**src/shared/ufp_pkg.sv**
```systemverilog
// package for the usb function address and power control block
package ufp_pkg;
    // register offsets (printed offsets are not all multiples of four: byte addr = 4 * index)
    localparam logic [7:0] FUNC_ADDR_IDX = 8'h00;
    localparam logic [7:0] PWR_CTRL_IDX = 8'h01;
    localparam logic [7:0] EP_INDEX_IDX = 8'h0e;
    localparam logic [7:0] INT_EN_IDX = 8'h07;
    localparam logic [7:0] INT_FLAG_IDX = 8'h02;
    localparam logic [7:0] EP_CSR_IDX = 8'h11;
    localparam logic [11:0] FUNC_ADDR_ADDR = {2'b00, FUNC_ADDR_IDX, 2'b00};
    localparam logic [11:0] PWR_CTRL_ADDR = {2'b00, PWR_CTRL_IDX, 2'b00};
    localparam logic [11:0] EP_INDEX_ADDR = {2'b00, EP_INDEX_IDX, 2'b00};
    localparam logic [11:0] INT_EN_ADDR = {2'b00, INT_EN_IDX, 2'b00};
    localparam logic [11:0] INT_FLAG_ADDR = {2'b00, INT_FLAG_IDX, 2'b00};
    localparam logic [11:0] EP_CSR_ADDR = {2'b00, EP_CSR_IDX, 2'b00};
    // power control field positions and the function address update bit
    localparam int PWR_ISO_BIT = 7;
    localparam int PWR_INH_BIT = 4;
    localparam int PWR_RST_BIT = 3;
    localparam int PWR_RESUME_BIT = 2;
    localparam int PWR_SUSP_BIT = 1;
    localparam int PWR_SUSPEND_DETECT_ENABLE_BIT = 0;
    localparam int FUNCTION_ADDRESS_UPD_BIT = 7;
    // interrupt flag / enable positions
    localparam int IRQ_SUSP_BIT = 0;
    localparam int IRQ_RESUME_BIT = 1;
    localparam int IRQ_RESET_BIT = 2;
    localparam int IRQ_SOF_BIT = 3;
    // reset values
    localparam logic [7:0] FUNC_ADDR_RST = 8'h00;
    localparam logic [7:0] CSR_RST = 8'h00;
    localparam logic [3:0] INT_EN_RST = 4'h6;
    localparam logic [3:0] INT_EN_BUS_RST = 4'he;
    localparam logic [31:0] RD_ZERO = 32'h0000_0000;
endpackage

```
**src/rtl/ufp_ctrl.sv**
```systemverilog
// usb function address and power control with apb register slave
//
// Our own choice: register access over APB.
`timescale 1ns/100ps
module ufp_ctrl #(
    parameter int ADDR_W = 12
) (
    input wire logic clk_i,
    input wire logic sys_rst_i,
    input wire logic clk_en_i,
    // apb slave
    input wire logic psel_i,
    input wire logic penable_i,
    input wire logic pwrite_i,
    input wire logic [ADDR_W-1:0] paddr_i,
    input wire logic [31:0] pwdata_i,
    input wire logic [3:0] pstrb_i,
    output logic [31:0] prdata_o,
    output logic pready_o,
    output logic pslverr_o,
    // bus side events from the serial engine
    input wire logic bus_reset_det_i,
    input wire logic bus_suspend_det_i,
    input wire logic bus_resume_det_i,
    input wire logic sof_rx_i,
    input wire logic transfer_done_i,
    input wire logic iso_in_token_i,
    input wire logic iso_pkt_loaded_i,
    // controls toward the serial engine
    output logic [6:0] active_addr_o,
    output logic ctrl_enable_o,
    output logic resume_drive_o,
    output logic suspend_o,
    output logic osc_wake_o,
    output logic fifo_flush_o,
    output logic iso_send_zlp_o,
    output logic iso_release_o,
    output logic [3:0] int_flags_o
);
    import ufp_pkg::*;

    ////////////////////////////////////////////////////////////////////////////
    // bus decode

    logic wr_en;
    logic rd_en;
    logic [11:0] addr_w;
    assign addr_w = 12'(paddr_i);
    assign wr_en = psel_i && penable_i && pwrite_i && clk_en_i && pstrb_i[0];
    assign rd_en = psel_i && penable_i && !pwrite_i && clk_en_i;
    // zero wait state slave; the clock enable stretches the access phase
    assign pready_o = clk_en_i;

    function automatic logic is_mapped(input logic [11:0] a);
        return (a == FUNC_ADDR_ADDR) || (a == PWR_CTRL_ADDR) || (a == EP_INDEX_ADDR) ||
               (a == INT_EN_ADDR) || (a == INT_FLAG_ADDR) || (a == EP_CSR_ADDR);
    endfunction

    assign pslverr_o = psel_i && penable_i && !is_mapped(addr_w);

    logic wr_function_address;
    logic wr_pwr;
    logic wr_idx;
    logic wr_ien;
    logic wr_csr;
    logic rd_flags;
    assign wr_function_address = wr_en && (addr_w == FUNC_ADDR_ADDR);
    assign wr_pwr = wr_en && (addr_w == PWR_CTRL_ADDR);
    assign wr_idx = wr_en && (addr_w == EP_INDEX_ADDR);
    assign wr_ien = wr_en && (addr_w == INT_EN_ADDR);
    assign wr_csr = wr_en && (addr_w == EP_CSR_ADDR);
    assign rd_flags = rd_en && (addr_w == INT_FLAG_ADDR);

    ////////////////////////////////////////////////////////////////////////////
    // controller reset sources

    // forced reset is taken as a one cycle synchronous pulse so nothing glitches
    logic force_rst;
    logic ctl_rst;
    logic bus_rst;
    logic inhibit_q;
    assign force_rst = wr_pwr && pwdata_i[PWR_RST_BIT];
    assign ctl_rst = sys_rst_i || force_rst;
    // inhibited controller ignores bus reset, bus suspend and the sof irq; transfer done and iso hold still act
    assign bus_rst = clk_en_i && bus_reset_det_i && !inhibit_q;

    logic bus_rst_flag_q;
    logic [6:0] addr_q;
    logic [6:0] active_q;
    logic update_q;
    logic suspend_detect_enable_q;
    logic iso_q;
    logic resume_q;
    logic susp_q;
    logic [7:0] ep_index_q;
    logic [7:0] ep_csr_q;
    logic [3:0] int_en_q;
    logic [3:0] int_flag_q;

    ////////////////////////////////////////////////////////////////////////////
    // inhibit

    always_ff @(posedge clk_i) begin
        if (ctl_rst) begin
            inhibit_q <= 1'b1;
        end else if (wr_pwr && !pwdata_i[PWR_INH_BIT]) begin
            inhibit_q <= 1'b0;
        end
    end
    assign ctrl_enable_o = !inhibit_q;

    ////////////////////////////////////////////////////////////////////////////
    // bus reset status

    always_ff @(posedge clk_i) begin
        if (ctl_rst) begin
            bus_rst_flag_q <= 1'b0;
        end else if (clk_en_i) begin
            bus_rst_flag_q <= bus_reset_det_i && !inhibit_q;
        end
    end

    ////////////////////////////////////////////////////////////////////////////
    // function address

    always_ff @(posedge clk_i) begin
        if (ctl_rst || bus_rst) begin
            addr_q <= FUNC_ADDR_RST[6:0];
            active_q <= FUNC_ADDR_RST[6:0];
            update_q <= 1'b0;
        end else if (clk_en_i) begin
            if (wr_function_address) begin
                addr_q <= pwdata_i[6:0];
                update_q <= 1'b1;
            end else if (update_q && transfer_done_i) begin
                active_q <= addr_q;
                update_q <= 1'b0;
            end
        end
    end
    assign active_addr_o = active_q;

    ////////////////////////////////////////////////////////////////////////////
    // power control bits

    always_ff @(posedge clk_i) begin
        if (ctl_rst) begin
            suspend_detect_enable_q <= 1'b0;
            iso_q <= 1'b0;
            resume_q <= 1'b0;
        end else if (wr_pwr) begin
            suspend_detect_enable_q <= pwdata_i[PWR_SUSPEND_DETECT_ENABLE_BIT];
            iso_q <= pwdata_i[PWR_ISO_BIT];
            resume_q <= pwdata_i[PWR_RESUME_BIT];
        end
    end
    assign resume_drive_o = resume_q;

    ////////////////////////////////////////////////////////////////////////////
    // suspend

    logic susp_enter;
    logic susp_exit;
    assign susp_enter = clk_en_i && !inhibit_q && suspend_detect_enable_q && bus_suspend_det_i && !susp_q;
    assign susp_exit = clk_en_i && (bus_resume_det_i || resume_q || bus_reset_det_i);

    always_ff @(posedge clk_i) begin
        if (ctl_rst) begin
            susp_q <= 1'b0;
        end else if (susp_exit) begin
            susp_q <= 1'b0;
        end else if (susp_enter) begin
            susp_q <= 1'b1;
        end
    end
    assign suspend_o = susp_q;
    assign osc_wake_o = susp_q && (susp_exit || force_rst);

    ////////////////////////////////////////////////////////////////////////////
    // endpoint index and csr

    always_ff @(posedge clk_i) begin
        if (ctl_rst || bus_rst) begin
            ep_index_q <= CSR_RST;
            ep_csr_q <= CSR_RST;
        end else begin
            if (wr_idx) begin
                ep_index_q <= pwdata_i[7:0];
            end
            if (wr_csr) begin
                ep_csr_q <= pwdata_i[7:0];
            end
        end
    end
    assign fifo_flush_o = bus_rst;

    ////////////////////////////////////////////////////////////////////////////
    // interrupt enables and flags

    always_ff @(posedge clk_i) begin
        if (ctl_rst) begin
            int_en_q <= INT_EN_RST;
        end else if (bus_rst) begin
            int_en_q <= INT_EN_BUS_RST;
        end else if (wr_ien) begin
            int_en_q <= pwdata_i[3:0];
        end
    end

    logic [3:0] ev;
    always_comb begin
        ev = 4'h0;
        ev[IRQ_SUSP_BIT] = susp_enter && int_en_q[IRQ_SUSP_BIT];
        ev[IRQ_RESUME_BIT] = clk_en_i && bus_resume_det_i && susp_q &&
                             int_en_q[IRQ_RESUME_BIT];
        ev[IRQ_RESET_BIT] = bus_rst;
        ev[IRQ_SOF_BIT] = clk_en_i && sof_rx_i && !inhibit_q && int_en_q[IRQ_SOF_BIT];
    end

    // bus reset clears old flags but its own reset event is still raised
    always_ff @(posedge clk_i) begin
        if (ctl_rst) begin
            int_flag_q <= 4'h0;
        end else if (bus_rst) begin
            int_flag_q <= ev;
        end else if (rd_flags) begin
            int_flag_q <= ev; // set wins over read clear
        end else begin
            int_flag_q <= int_flag_q | ev;
        end
    end
    assign int_flags_o = int_flag_q;

    ////////////////////////////////////////////////////////////////////////////
    // iso update: one global hold applies to every iso in endpoint

    logic iso_hold_q;
    always_ff @(posedge clk_i) begin
        if (ctl_rst || bus_rst) begin
            iso_hold_q <= 1'b0;
        end else if (clk_en_i) begin
            if (iso_q && iso_pkt_loaded_i) begin
                iso_hold_q <= 1'b1;
            end else if (sof_rx_i) begin
                iso_hold_q <= 1'b0;
            end
        end
    end
    assign iso_release_o = !iso_hold_q;
    assign iso_send_zlp_o = iso_q && iso_hold_q && iso_in_token_i;

    ////////////////////////////////////////////////////////////////////////////
    // read data

    logic [31:0] rd_d;
    always_comb begin
        rd_d = RD_ZERO;
        case (addr_w)
            FUNC_ADDR_ADDR: begin
                rd_d[6:0] = addr_q;
                rd_d[FUNCTION_ADDRESS_UPD_BIT] = update_q;
            end
            PWR_CTRL_ADDR: begin
                rd_d[PWR_ISO_BIT] = iso_q;
                rd_d[PWR_INH_BIT] = inhibit_q;
                rd_d[PWR_RST_BIT] = bus_rst_flag_q;
                rd_d[PWR_RESUME_BIT] = resume_q;
                rd_d[PWR_SUSP_BIT] = susp_q;
                rd_d[PWR_SUSPEND_DETECT_ENABLE_BIT] = suspend_detect_enable_q;
            end
            EP_INDEX_ADDR: rd_d[7:0] = ep_index_q;
            INT_EN_ADDR: rd_d[3:0] = int_en_q;
            INT_FLAG_ADDR: rd_d[3:0] = int_flag_q;
            EP_CSR_ADDR: rd_d[7:0] = ep_csr_q;
            default: rd_d = RD_ZERO;
        endcase
    end
    assign prdata_o = rd_d;
endmodule // ufp_ctrl

```
**config.mk**
```make
export PLATFORM = sky130hd
export DESIGN_NAME = ufp_ctrl
export DESIGN_NICKNAME = d
export VERILOG_FILES = /design/src/shared/ufp_pkg.sv /design/src/rtl/ufp_ctrl.sv
export SDC_FILE = /design/constraint.sdc
export NUM_CORES = 1
export LEC_CHECK = 0
export BUFFER_PORTS_ARGS = -buffer_cell sky130_fd_sc_hd__buf_2
export CAP_MARGIN = 20
export CORE_ASPECT_RATIO = 0.7
export CORE_MARGIN = 2
export CORE_UTILIZATION = 43
export DETAILED_ROUTE_END_ITERATION = 12
export GPL_TIMING_DRIVEN = 0
export HOLD_SLACK_MARGIN = 0.05
export PLACE_DENSITY = 0.87
export SYNTH_ARGS = -nofsm -noshare
export SYNTH_HDL_FRONTEND = slang
export SYNTH_SLANG_ARGS = --single-unit
```
**constraint.sdc**
```tcl
create_clock -name clk_i -period 1.7 [get_ports clk_i]
set_input_delay 0.17 -clock clk_i [delete_from_list [all_inputs] [get_ports clk_i]]
set_output_delay 0.17 -clock clk_i [all_outputs]
set_load 0.02 [all_outputs]
```
==> results of run 1 <==
[where the power goes]
| group | switching [mW] | leakage (nW) | total, mW | internal, mW |
|---|---|---|---|---|
| logic | 0.191 | 1.16 | 0.333 | 0.142 |
| clock network | 0.365 | 0.0383 | 0.649 | 0.284 |
| registers | 0.00000623 | 0.371 | 1.07 | 1.07 |
| total | 0.556 | 1.57 | 2.06 | 1.50 |
[registers in the layout (all words and copies together) (netlist names)]
name and cells:
bus_rst_flag_q 1, active_addr_o 7, suspend_detect_enable_q 1, ep_csr_q 8, int_en_q 4, update_q 1, iso_hold_q 1, inhibit_q 1
int_flags_o 4, resume_drive_o 1, iso_q 1, addr_q 7, suspend_o 1, ep_index_q 8
[cells by family after synthesis]
logic type	count (synthesis)	share of synthesized area (%)
compound gates	113	25.8
buf+inv	55	15.0
simple gates	117	24.3
other cells	1	0.142
flops	46	34.7
[routing by layer]
metal / up-vias / wire length [um] / GRT usage [%]
li1: 1429 / - / -
met1: 1488 / 3970 / 34.3
met2: 224 / 4600 / 39.3
met3: 26 / 1040 / 5.54
met4: 0 / 189 / 7.10
met5: - / 0 / 0
[cells in the final DEF (no fill, tap or decap), types with 3 or more instances in the layout]
cell and count:
buf_4 56, buf_2 44, dfxtp_1 44, nand3_1 42, a21oi_1 27, conb_1 24, nand2_1 20, o21ai_2 18
buf_6 14, a31oi_1 12, o21ai_1 10, a22oi_1 9, clkbuf_8 7, buf_8 7, nor2_1 7, o211ai_1 7
nor4_4 5, a21oi_2 5, clkbuf_1 5, nand4_1 5, buf_12 4, and3_1 4, o21ai_0 4, clkbuf_16 4
nand2_2 3, or4_4 3, nor2b_1 3, nor3_1 3, inv_1 3, nand3b_1 3
[per-stage QoR]
step	setup TNS, ns	std cells	instance area (um2)
CTS	-0.463	503	3550
global route	-2.70	522	3970
floorplan	-2.74	355	2820
detailed placement	-14.95	488	3200
finish	-1.70	522	3970
global placement	-13.35	488	3200
[critical path, cell delays in order (launching register included)]
cell and delay [ns]:
dfxtp_4 0.35, or3b_4 0.38, a2111oi_4 0.34, a221oi_2 0.08, a21oi_2 0.17, buf_6 0.14
[final cells by class]
| type | count | area share, % |
|---|---|---|
| plain buffers | 50 | 11.7 |
| clock buffers | 7 | 1.92 |
| inverters | 4 | 0.379 |
| multi-input cells | 254 | 43.4 |
| flip-flops and latches | 46 | 23.3 |
| well taps | 75 | 2.37 |
| repair buffers | 86 | 16.9 |
[worst max-delay path by stage]
stage	start	to	slack (ns)	depth (start not counted)
floorplan	paddr_i[9]	ep_csr_q[0]	-0.11	6
global placement	paddr_i[7]	prdata_o[3]	-0.35	7
detailed placement	paddr_i[7]	prdata_o[3]	-0.41	7
CTS	int_flags_o[1]	prdata_o[1]	-0.25	5
global route	int_flags_o[1]	prdata_o[1]	-0.28	5
finish	int_flags_o[1]	prdata_o[1]	-0.24	5
[timing repair]
action	CTS	global route
gates cloned	0	4
gates resized for setup	53	57
endpoints found under the setup margin	27	35
setup buffers	9	16
pin swaps	16	28
==> impl_metrics.csv, run 1 <==
group,metric,value,unit
synth,yosys.area.top_type,"dfxtp_1",
sta,fin_skew,0.00450,ns
pwr,leakage,1.57,nW
die,start_util,45.4,%
place,dp_slack,-0.414,ns
finish,regArea,926,um2
route,drtPass1Iterations,10,
synth,synth_top_flop_cell,"dfxtp_1",
global_routing,grt_pass1_wl,13.9,mm
global_routing,grt.total_usage,24.9,%
critical_path,required,1.53,ns
route,wl,9.80,mm
die,fp.dieArea,0.00682,mm2
flow_run,maxCapViolCount,0,
sta,fmaxAchievable,515,MHz
worst_hold_path,holdPathStages,2,
finish,multi_input_area,0.00172,mm2
worst_hold_path,hp-start,"sys_rst_i",
route,vias,3167,
finish,area_growth_syn_to_layout,49.7,%
synth,yosysWarnings,0,
critical_path,cp.arrival,1.77,ns
outcome,violations,"negative setup slack",
critical_path,r2r-end,"active_addr_o[6]",
die,die_y,69.7,um
critical_path,worstSetupEndpointType,"output port",
synth,synthDistinctLibCells,51,
die,num_rows,23,
pwr,vdd_ir_drop_max,0.375,mV
route,drc,0,
clock_tree,clockBufferDepth,2,
global_routing,grt_pass1_vias,2781,
synth,avgSynthCellArea,7.98,um2
clock_tree,cts-buffers-inserted,5,
finish,nNetsFinal,508,
global_routing,gr-total-overflow,0,
sta,timing.final.crit_period,1.94,ns
sta,hold_viol,0,
sta,rsz0062_at_grt,"yes",
critical_path,r2r-start,"inhibit_q",
route,viasPerCell,6.07,
synth,ys_seq_elements,46,
critical_path,rr_worst_depth,7,
clock_tree,hold_buffers,0,
sta,setup-violations-final,30,
place,gp_congestion,0.980,
die,die_width,97.8,um
global_routing,antenna_found_initial,0,
synth,synth.most_common_cell,"dfxtp_1",
pwr,power,2.06,mW
synth,async_flop_share,0,%
finish,antenna_cells,0,
route,routedWlPerCell,18.8,um
finish,post-route-util,67.9,%
clock_tree,cts-root-buf,"clkbuf_8",
critical_path,cp_max_fo,2,
pwr,power_density,518,mW/mm2
synth,synth_top_area_share,34.7,%
finish,drive_above_1_share,44.3,%
outcome,status,"complete, but fails checks",
synth,synth-edff-count,0,
clock_tree,cts_tree,"yes",
sta,post-route-worst-setup-slack,-0.241,ns
clock_tree,htreeDepth,2,
synth,syn_inst,332,
clock_tree,cts_sinks,46,
sta,timing.hold.ws,0.0910,ns
sta,slew_headroom,53.3,%
sta,tightest_slew,0.700,ns
sta,fin_crit_sh,114,%
place,port_buffers,58,
clock_tree,insertion_delay,0.30,ns
route,drtIter0Drc,497,
global_routing,grt_max_degree,13,
critical_path,path_class,"reg2out",
finish,fill_cells,435,
synth,yosysSeqAreaShare,34.7,%
route,postRouteAntennaNets,0,
die,io_pins,113,
synth,synth_area,0.00265,mm2
clock_tree,path_clk_slew,0.08,ns
die,fp.coreArea,0.00584,mm2
synth,synth.cells.most_frequent,"dfxtp_1, nand3_1, a21oi_1",
synth,synth_area_leaders,"dfxtp_1, nand3_1, buf_4",
worst_hold_path,whs_endpoint,"suspend_detect_enable_q",
critical_path,r2r_slack,0.09,ns
sta,drv_slew,0,
worst_hold_path,hold_class,"in2reg",
place,hpwl,6.23,mm
critical_path,cp-start-kind,"flip-flop",
Note: power is estimated with default switching activity, not from simulation.
==> run 2, diff against run 1 <==
CORE_UTILIZATION = 48   (was 43)
GPL_TIMING_DRIVEN = unset   (was 0)
MAX_ROUTING_LAYER = met4   (was unset)
PLACE_DENSITY = 0.91   (was 0.87)
clock period = 2 ns   (was 1.7 ns; I/O delays follow)
==> impl_metrics.csv, run 2 (synthesized netlist as in run 1, its figures left out) <==
group,metric,value,unit
critical_path,cp_cell_sequence,"or3b_4, a2111oi_4, a221oi_2, a21oi_1, buf_4",
worst_hold_path,hold_class,"in2reg",
critical_path,cp_max_fo,2,
pwr,power,1.80,mW
global_routing,grt_pass1_wl,12.3,mm
route,viasPerCell,5.96,
route,wl,7.65,mm
finish,drive_above_1_share,26.7,%
sta,fmaxAchievable,485,MHz
route,drtIter0Drc,326,
finish,area_growth_syn_to_layout,18.3,%
finish,final_common_cell,"buf_2",
die,fp.coreArea,0.00529,mm2
route,drc,0,
critical_path,required,1.80,ns
finish,post-route-util,59.3,%
route,vias,2794,
finish,final_cell_count_no_fill,469,
outcome,violations,"negative setup slack",
critical_path,slowest_delay,0.39,ns
global_routing,antenna_found_initial,0,
die,die_width,92.8,um
global_routing,grt.total_usage,26.1,%
sta,rsz0062_at_grt,"yes",
place,port_buffers,61,
critical_path,critical_path.slowest_cell,"or3b_4",
route,routedWlPerCell,16.3,um
clock_tree,cts-root-buf,"clkbuf_8",
critical_path,cp-start-kind,"flip-flop",
finish,reg.largest.list,"ep_csr_q (8), ep_index_q (8)",
route,postRouteAntennaNets,0,
sta,slew_headroom,63.0,%
sta,timing.hold.ws,0.115,ns
clock_tree,cts-buffers-inserted,5,
place,hpwl,5.66,mm
sta,drv_slew,0,
sta,tightest_slew,0.549,ns
finish,nNetsFinal,457,
outcome,status,"complete, but fails checks",
clock_tree,cts_sinks,46,
critical_path,cp.arrival,1.86,ns
die,io_pins,113,
sta,post-route-worst-setup-slack,-0.0604,ns
place,placed_cells,462,
critical_path,path_class,"reg2out",
die,die_y,66.2,um
pwr,power_density,574,mW/mm2
sta,setup-violations-final,1,
critical_path,cp.depth,5,
worst_hold_path,holdPathStages,2,
critical_path,worstSetupEndpointType,"output port",
clock_tree,htreeDepth,2,
pwr,leakage,1.17,nW
finish,antenna_cells,0,
die,num_rows,22,
global_routing,grt_max_degree,39,
critical_path,rr_worst_depth,6,
clock_tree,path_clk_slew,0.09,ns
route,drtPass1Iterations,5,
global_routing,grt_pass1_vias,2559,
place,gp_congestion,0.945,
critical_path,cp_num_buf_inv,1,
global_routing,gr-total-overflow,0,
sta,timing.final.crit_period,2.06,ns
finish,final_cell_mix,"buf_2, dfxtp_1, nand3_1",
sta,fin_crit_sh,103,%
sta,fin_skew,0.00935,ns
die,fp.dieArea,0.00614,mm2
critical_path,path_delay_family,"compound AO/OA/AOI/OAI gates",
clock_tree,insertion_delay,0.32,ns
clock_tree,clockBufferDepth,2,
flow_run,maxCapViolCount,0,
die,start_util,50.1,%
clock_tree,cts_tree,"yes",
clock_tree,hold_buffers,0,
sta,hold_viol,0,
pwr,vdd_ir_drop_max,0.301,mV
## run 2: changes by cell type in the layout (fill, tap and decap cells not counted), moves of 4 or more
cell / previous run / this run
buf_4: 56 / 21
o21ai_2: 18 / 0
o21ai_1: 10 / 26
buf_2: 44 / 59
buf_6: 14 / 1
a21oi_1: 27 / 34
buf_8: 7 / 0
a21oi_2: 5 / 0
nand2_1: 20 / 25
clkbuf_16: 4 / 0
nor4_4: 5 / 1
## run 2: cell type report
cell class / count / area [um2]
well taps: 72 / 90.1
repair buffers: 85 / 544
clock buffers: 7 / 76.3
clock inverters: 1 / 30.0
fillers: 489 / 2150
inverters: 4 / 15.0
flip-flops and latches: 46 / 922
multi-input cells: 254 / 1460
## run 2: final timing paths
path                       start                      end  slack, ns
setup / recovery  int_flags_o[1]              prdata_o[1]      -0.06
hold / removal         sys_rst_i  suspend_detect_enable_q       0.11
setup reg to reg       inhibit_q              int_en_q[1]       0.36
hold reg to reg    ep_index_q[5]            ep_index_q[5]       0.49
## run 2: repair_timing
action / CTS / global route
endpoints found under the setup margin: 2 / 4
hold endpoints to repair: 0 / 0
pin swaps: 3 / 3
buffers inserted: 0 / 1
resized for setup: 7 / 4
gates cloned: 0 / 0
## run 2: stage by stage
stage               cell area (um2)  setup TNS [ns]  setup WS (ns)
floorplan                      2740               0         0.0390
global placement               2990          -0.909         -0.142
detailed placement             2990           -2.08         -0.120
CTS                            3120         -0.0136        -0.0136
global route                   3140         -0.0917        -0.0917
finish                         3140         -0.0604        -0.0604
## run 2: routing by layer
| metal | track usage (%) | up-vias | wire length (um) |
|---|---|---|---|
| li1 | - | 1313 | - |
| met1 | 33.4 | 1290 | 3300 |
| met2 | 41.0 | 166 | 3400 |
| met3 | 6.16 | 25 | 776 |
| met4 | 8.64 | 0 | 178 |
| met5 | - | - | 0 |
## run 2: where the power goes
part / switching, mW / internal, mW
Clock: 0.319 / 0.374
Combinational: 0.133 / 0.0569
Sequential: 0.00000392 / 0.915
Total: 0.453 / 1.35
==> run 3, diff against run 2 <==
CORE_UTILIZATION = 43   (was 48)
PLACE_DENSITY = 0.87   (was 0.91)
clock period = 1.7 ns   (was 2 ns; I/O delays follow)
==> impl_metrics.csv, run 3 (synthesized netlist as in run 1, its figures left out) <==
group,metric,value,unit
clock_tree,htreeDepth,2,
sta,drv_slew,0,
die,die_y,69.7,um
global_routing,grt_pass1_vias,2698,
worst_hold_path,holdPathStages,2,
critical_path,r2r-end,"int_en_q[2]",
critical_path,cp-start-kind,"flip-flop",
clock_tree,insertion_delay,0.30,ns
sta,hold_viol,0,
die,io_pins,113,
critical_path,r2r_slack,0.10,ns
clock_tree,cts_sinks,46,
outcome,violations,"negative setup slack",
clock_tree,cts-root-buf,"clkbuf_8",
global_routing,grt.total_usage,23.8,%
finish,area_growth_syn_to_layout,37.0,%
route,drtIter0Drc,313,
pwr,leakage,1.39,nW
clock_tree,hold_buffers,0,
global_routing,antenna_found_initial,0,
clock_tree,cts-buffers-inserted,5,
sta,fin_crit_sh,114,%
finish,drive_above_1_share,37.9,%
route,routedWlPerCell,17.4,um
finish,nNetsFinal,486,
die,start_util,45.4,%
critical_path,cp.arrival,1.77,ns
sta,fin_setup_tns,-0.332,ns
route,wl_met2,4.09,mm
critical_path,cp_max_fo,2,
sta,setup-violations-final,4,
sta,fmaxAchievable,515,MHz
route,wl_met3,738,um
die,die_width,97.8,um
finish,fill_cells,515,
die,fp.dieArea,0.00682,mm2
route,drtPass1Iterations,5,
critical_path,cp_cell_sequence,"or3b_4, a2111oi_4, a221oi_2, a21oi_2, buf_6",
route,drc,0,
outcome,status,"complete, but fails checks",
pwr,vdd_ir_drop_max,0.266,mV
critical_path,path_delay_family,"compound AO/OA/AOI/OAI gates",
die,fp.coreArea,0.00584,mm2
global_routing,gr-total-overflow,0,
critical_path,required,1.53,ns
pwr,power_density,551,mW/mm2
global_routing,grt_pass1_wl,12.9,mm
critical_path,cp_num_buf_inv,1,
finish,final_cell_mix,"dfxtp_1, buf_2, nand3_1, buf_4, o21ai_1",
sta,slew_headroom,64.0,%
finish,reg.largest.list,"ep_csr_q (8), ep_index_q (8)",
place,port_buffers,61,
critical_path,slowest_delay,0.39,ns
worst_hold_path,hold_class,"in2reg",
worst_hold_path,whs_endpoint,"resume_drive_o",
sta,post-route-worst-setup-slack,-0.242,ns
sta,rsz0062_at_grt,"yes",
sta,tightest_slew,0.540,ns
place,gp_congestion,0.930,
clock_tree,cts_tree,"yes",
global_routing,grt_max_degree,39,
route,vias,2957,
critical_path,critical_path.slowest_cell,"or3b_4",
critical_path,worstSetupEndpointType,"output port",
route,wl,8.70,mm
route,postRouteAntennaNets,0,
place,hpwl,6.02,mm
critical_path,rr_worst_depth,6,
route,topRoutingLayerUsed,"met4",
worst_hold_path,hp-start,"sys_rst_i",
place,dp_slack,-0.268,ns
route,viasPerCell,5.91,
die,num_rows,23,
route,met1_length,3.72,mm
flow_run,maxCapViolCount,0,
sta,timing.final.crit_period,1.94,ns
critical_path,r2r-start,"inhibit_q",
finish,antenna_cells,0,
critical_path,path_class,"reg2out",
clock_tree,clockBufferDepth,2,
clock_tree,path_clk_slew,0.08,ns
sta,fin_skew,0.00306,ns
-- run 3: what timing repair did --
item / 4_1_cts / 5_1_grt
setup buffers: 6 / 6
gates resized for setup: 40 / 27
endpoints found under the setup margin: 9 / 46
hold endpoints to repair: 0 / 0
pin swaps: 22 / 21
cloned: 0 / 2
-- run 3: how the worst max path moves through the flow --
stage                    from               end  slack [ns]  cells past startpoint
2_1_floorplan      paddr_i[9]       ep_csr_q[0]       -0.11                      6
3_3_place_gp       paddr_i[9]       int_en_q[1]       -0.22                      7
3_5_place_dp       paddr_i[9]  active_addr_o[6]       -0.27                      8
4_1_cts        int_flags_o[1]       prdata_o[1]       -0.24                      5
5_1_grt        int_flags_o[1]       prdata_o[1]       -0.29                      5
6_report       int_flags_o[1]       prdata_o[1]       -0.24                      5
-- run 3: stage by stage --
step,instances,hold WS [ns],power [mW],area (um2),util (%)
4_1_cts,493,0.0874,1.98,3440,58.9
3_3_place_gp,480,0.408,1.33,3170,54.2
3_5_place_dp,480,0.409,1.34,3170,54.2
5_1_grt,500,0.101,2.07,3630,62.1
6_report,500,0.105,2.00,3630,62.1
2_1_floorplan,355,0.239,1.27,2820,-
-- run 3: metal layers --
metal	vias up	track usage, %
met4	0	7.41
met3	16	4.33
met1	1423	32.6
met2	146	35.6
li1	1372	-
met5	-	-
-- run 3: final cells by class --
type	instances	area, um2	share of cell area, %
tap	75	93.8	2.59
multi-input combinational	254	1610	44.4
inverter	4	15.0	0.414
sequential	46	925	25.5
clock buffer	7	76.3	2.10
timing repair buffer	114	910	25.1
-- run 3: power breakdown --
part	internal (mW)	switching (mW)
Combinational	0.114	0.181
Sequential	1.07	0.00000524
Clock	0.284	0.348
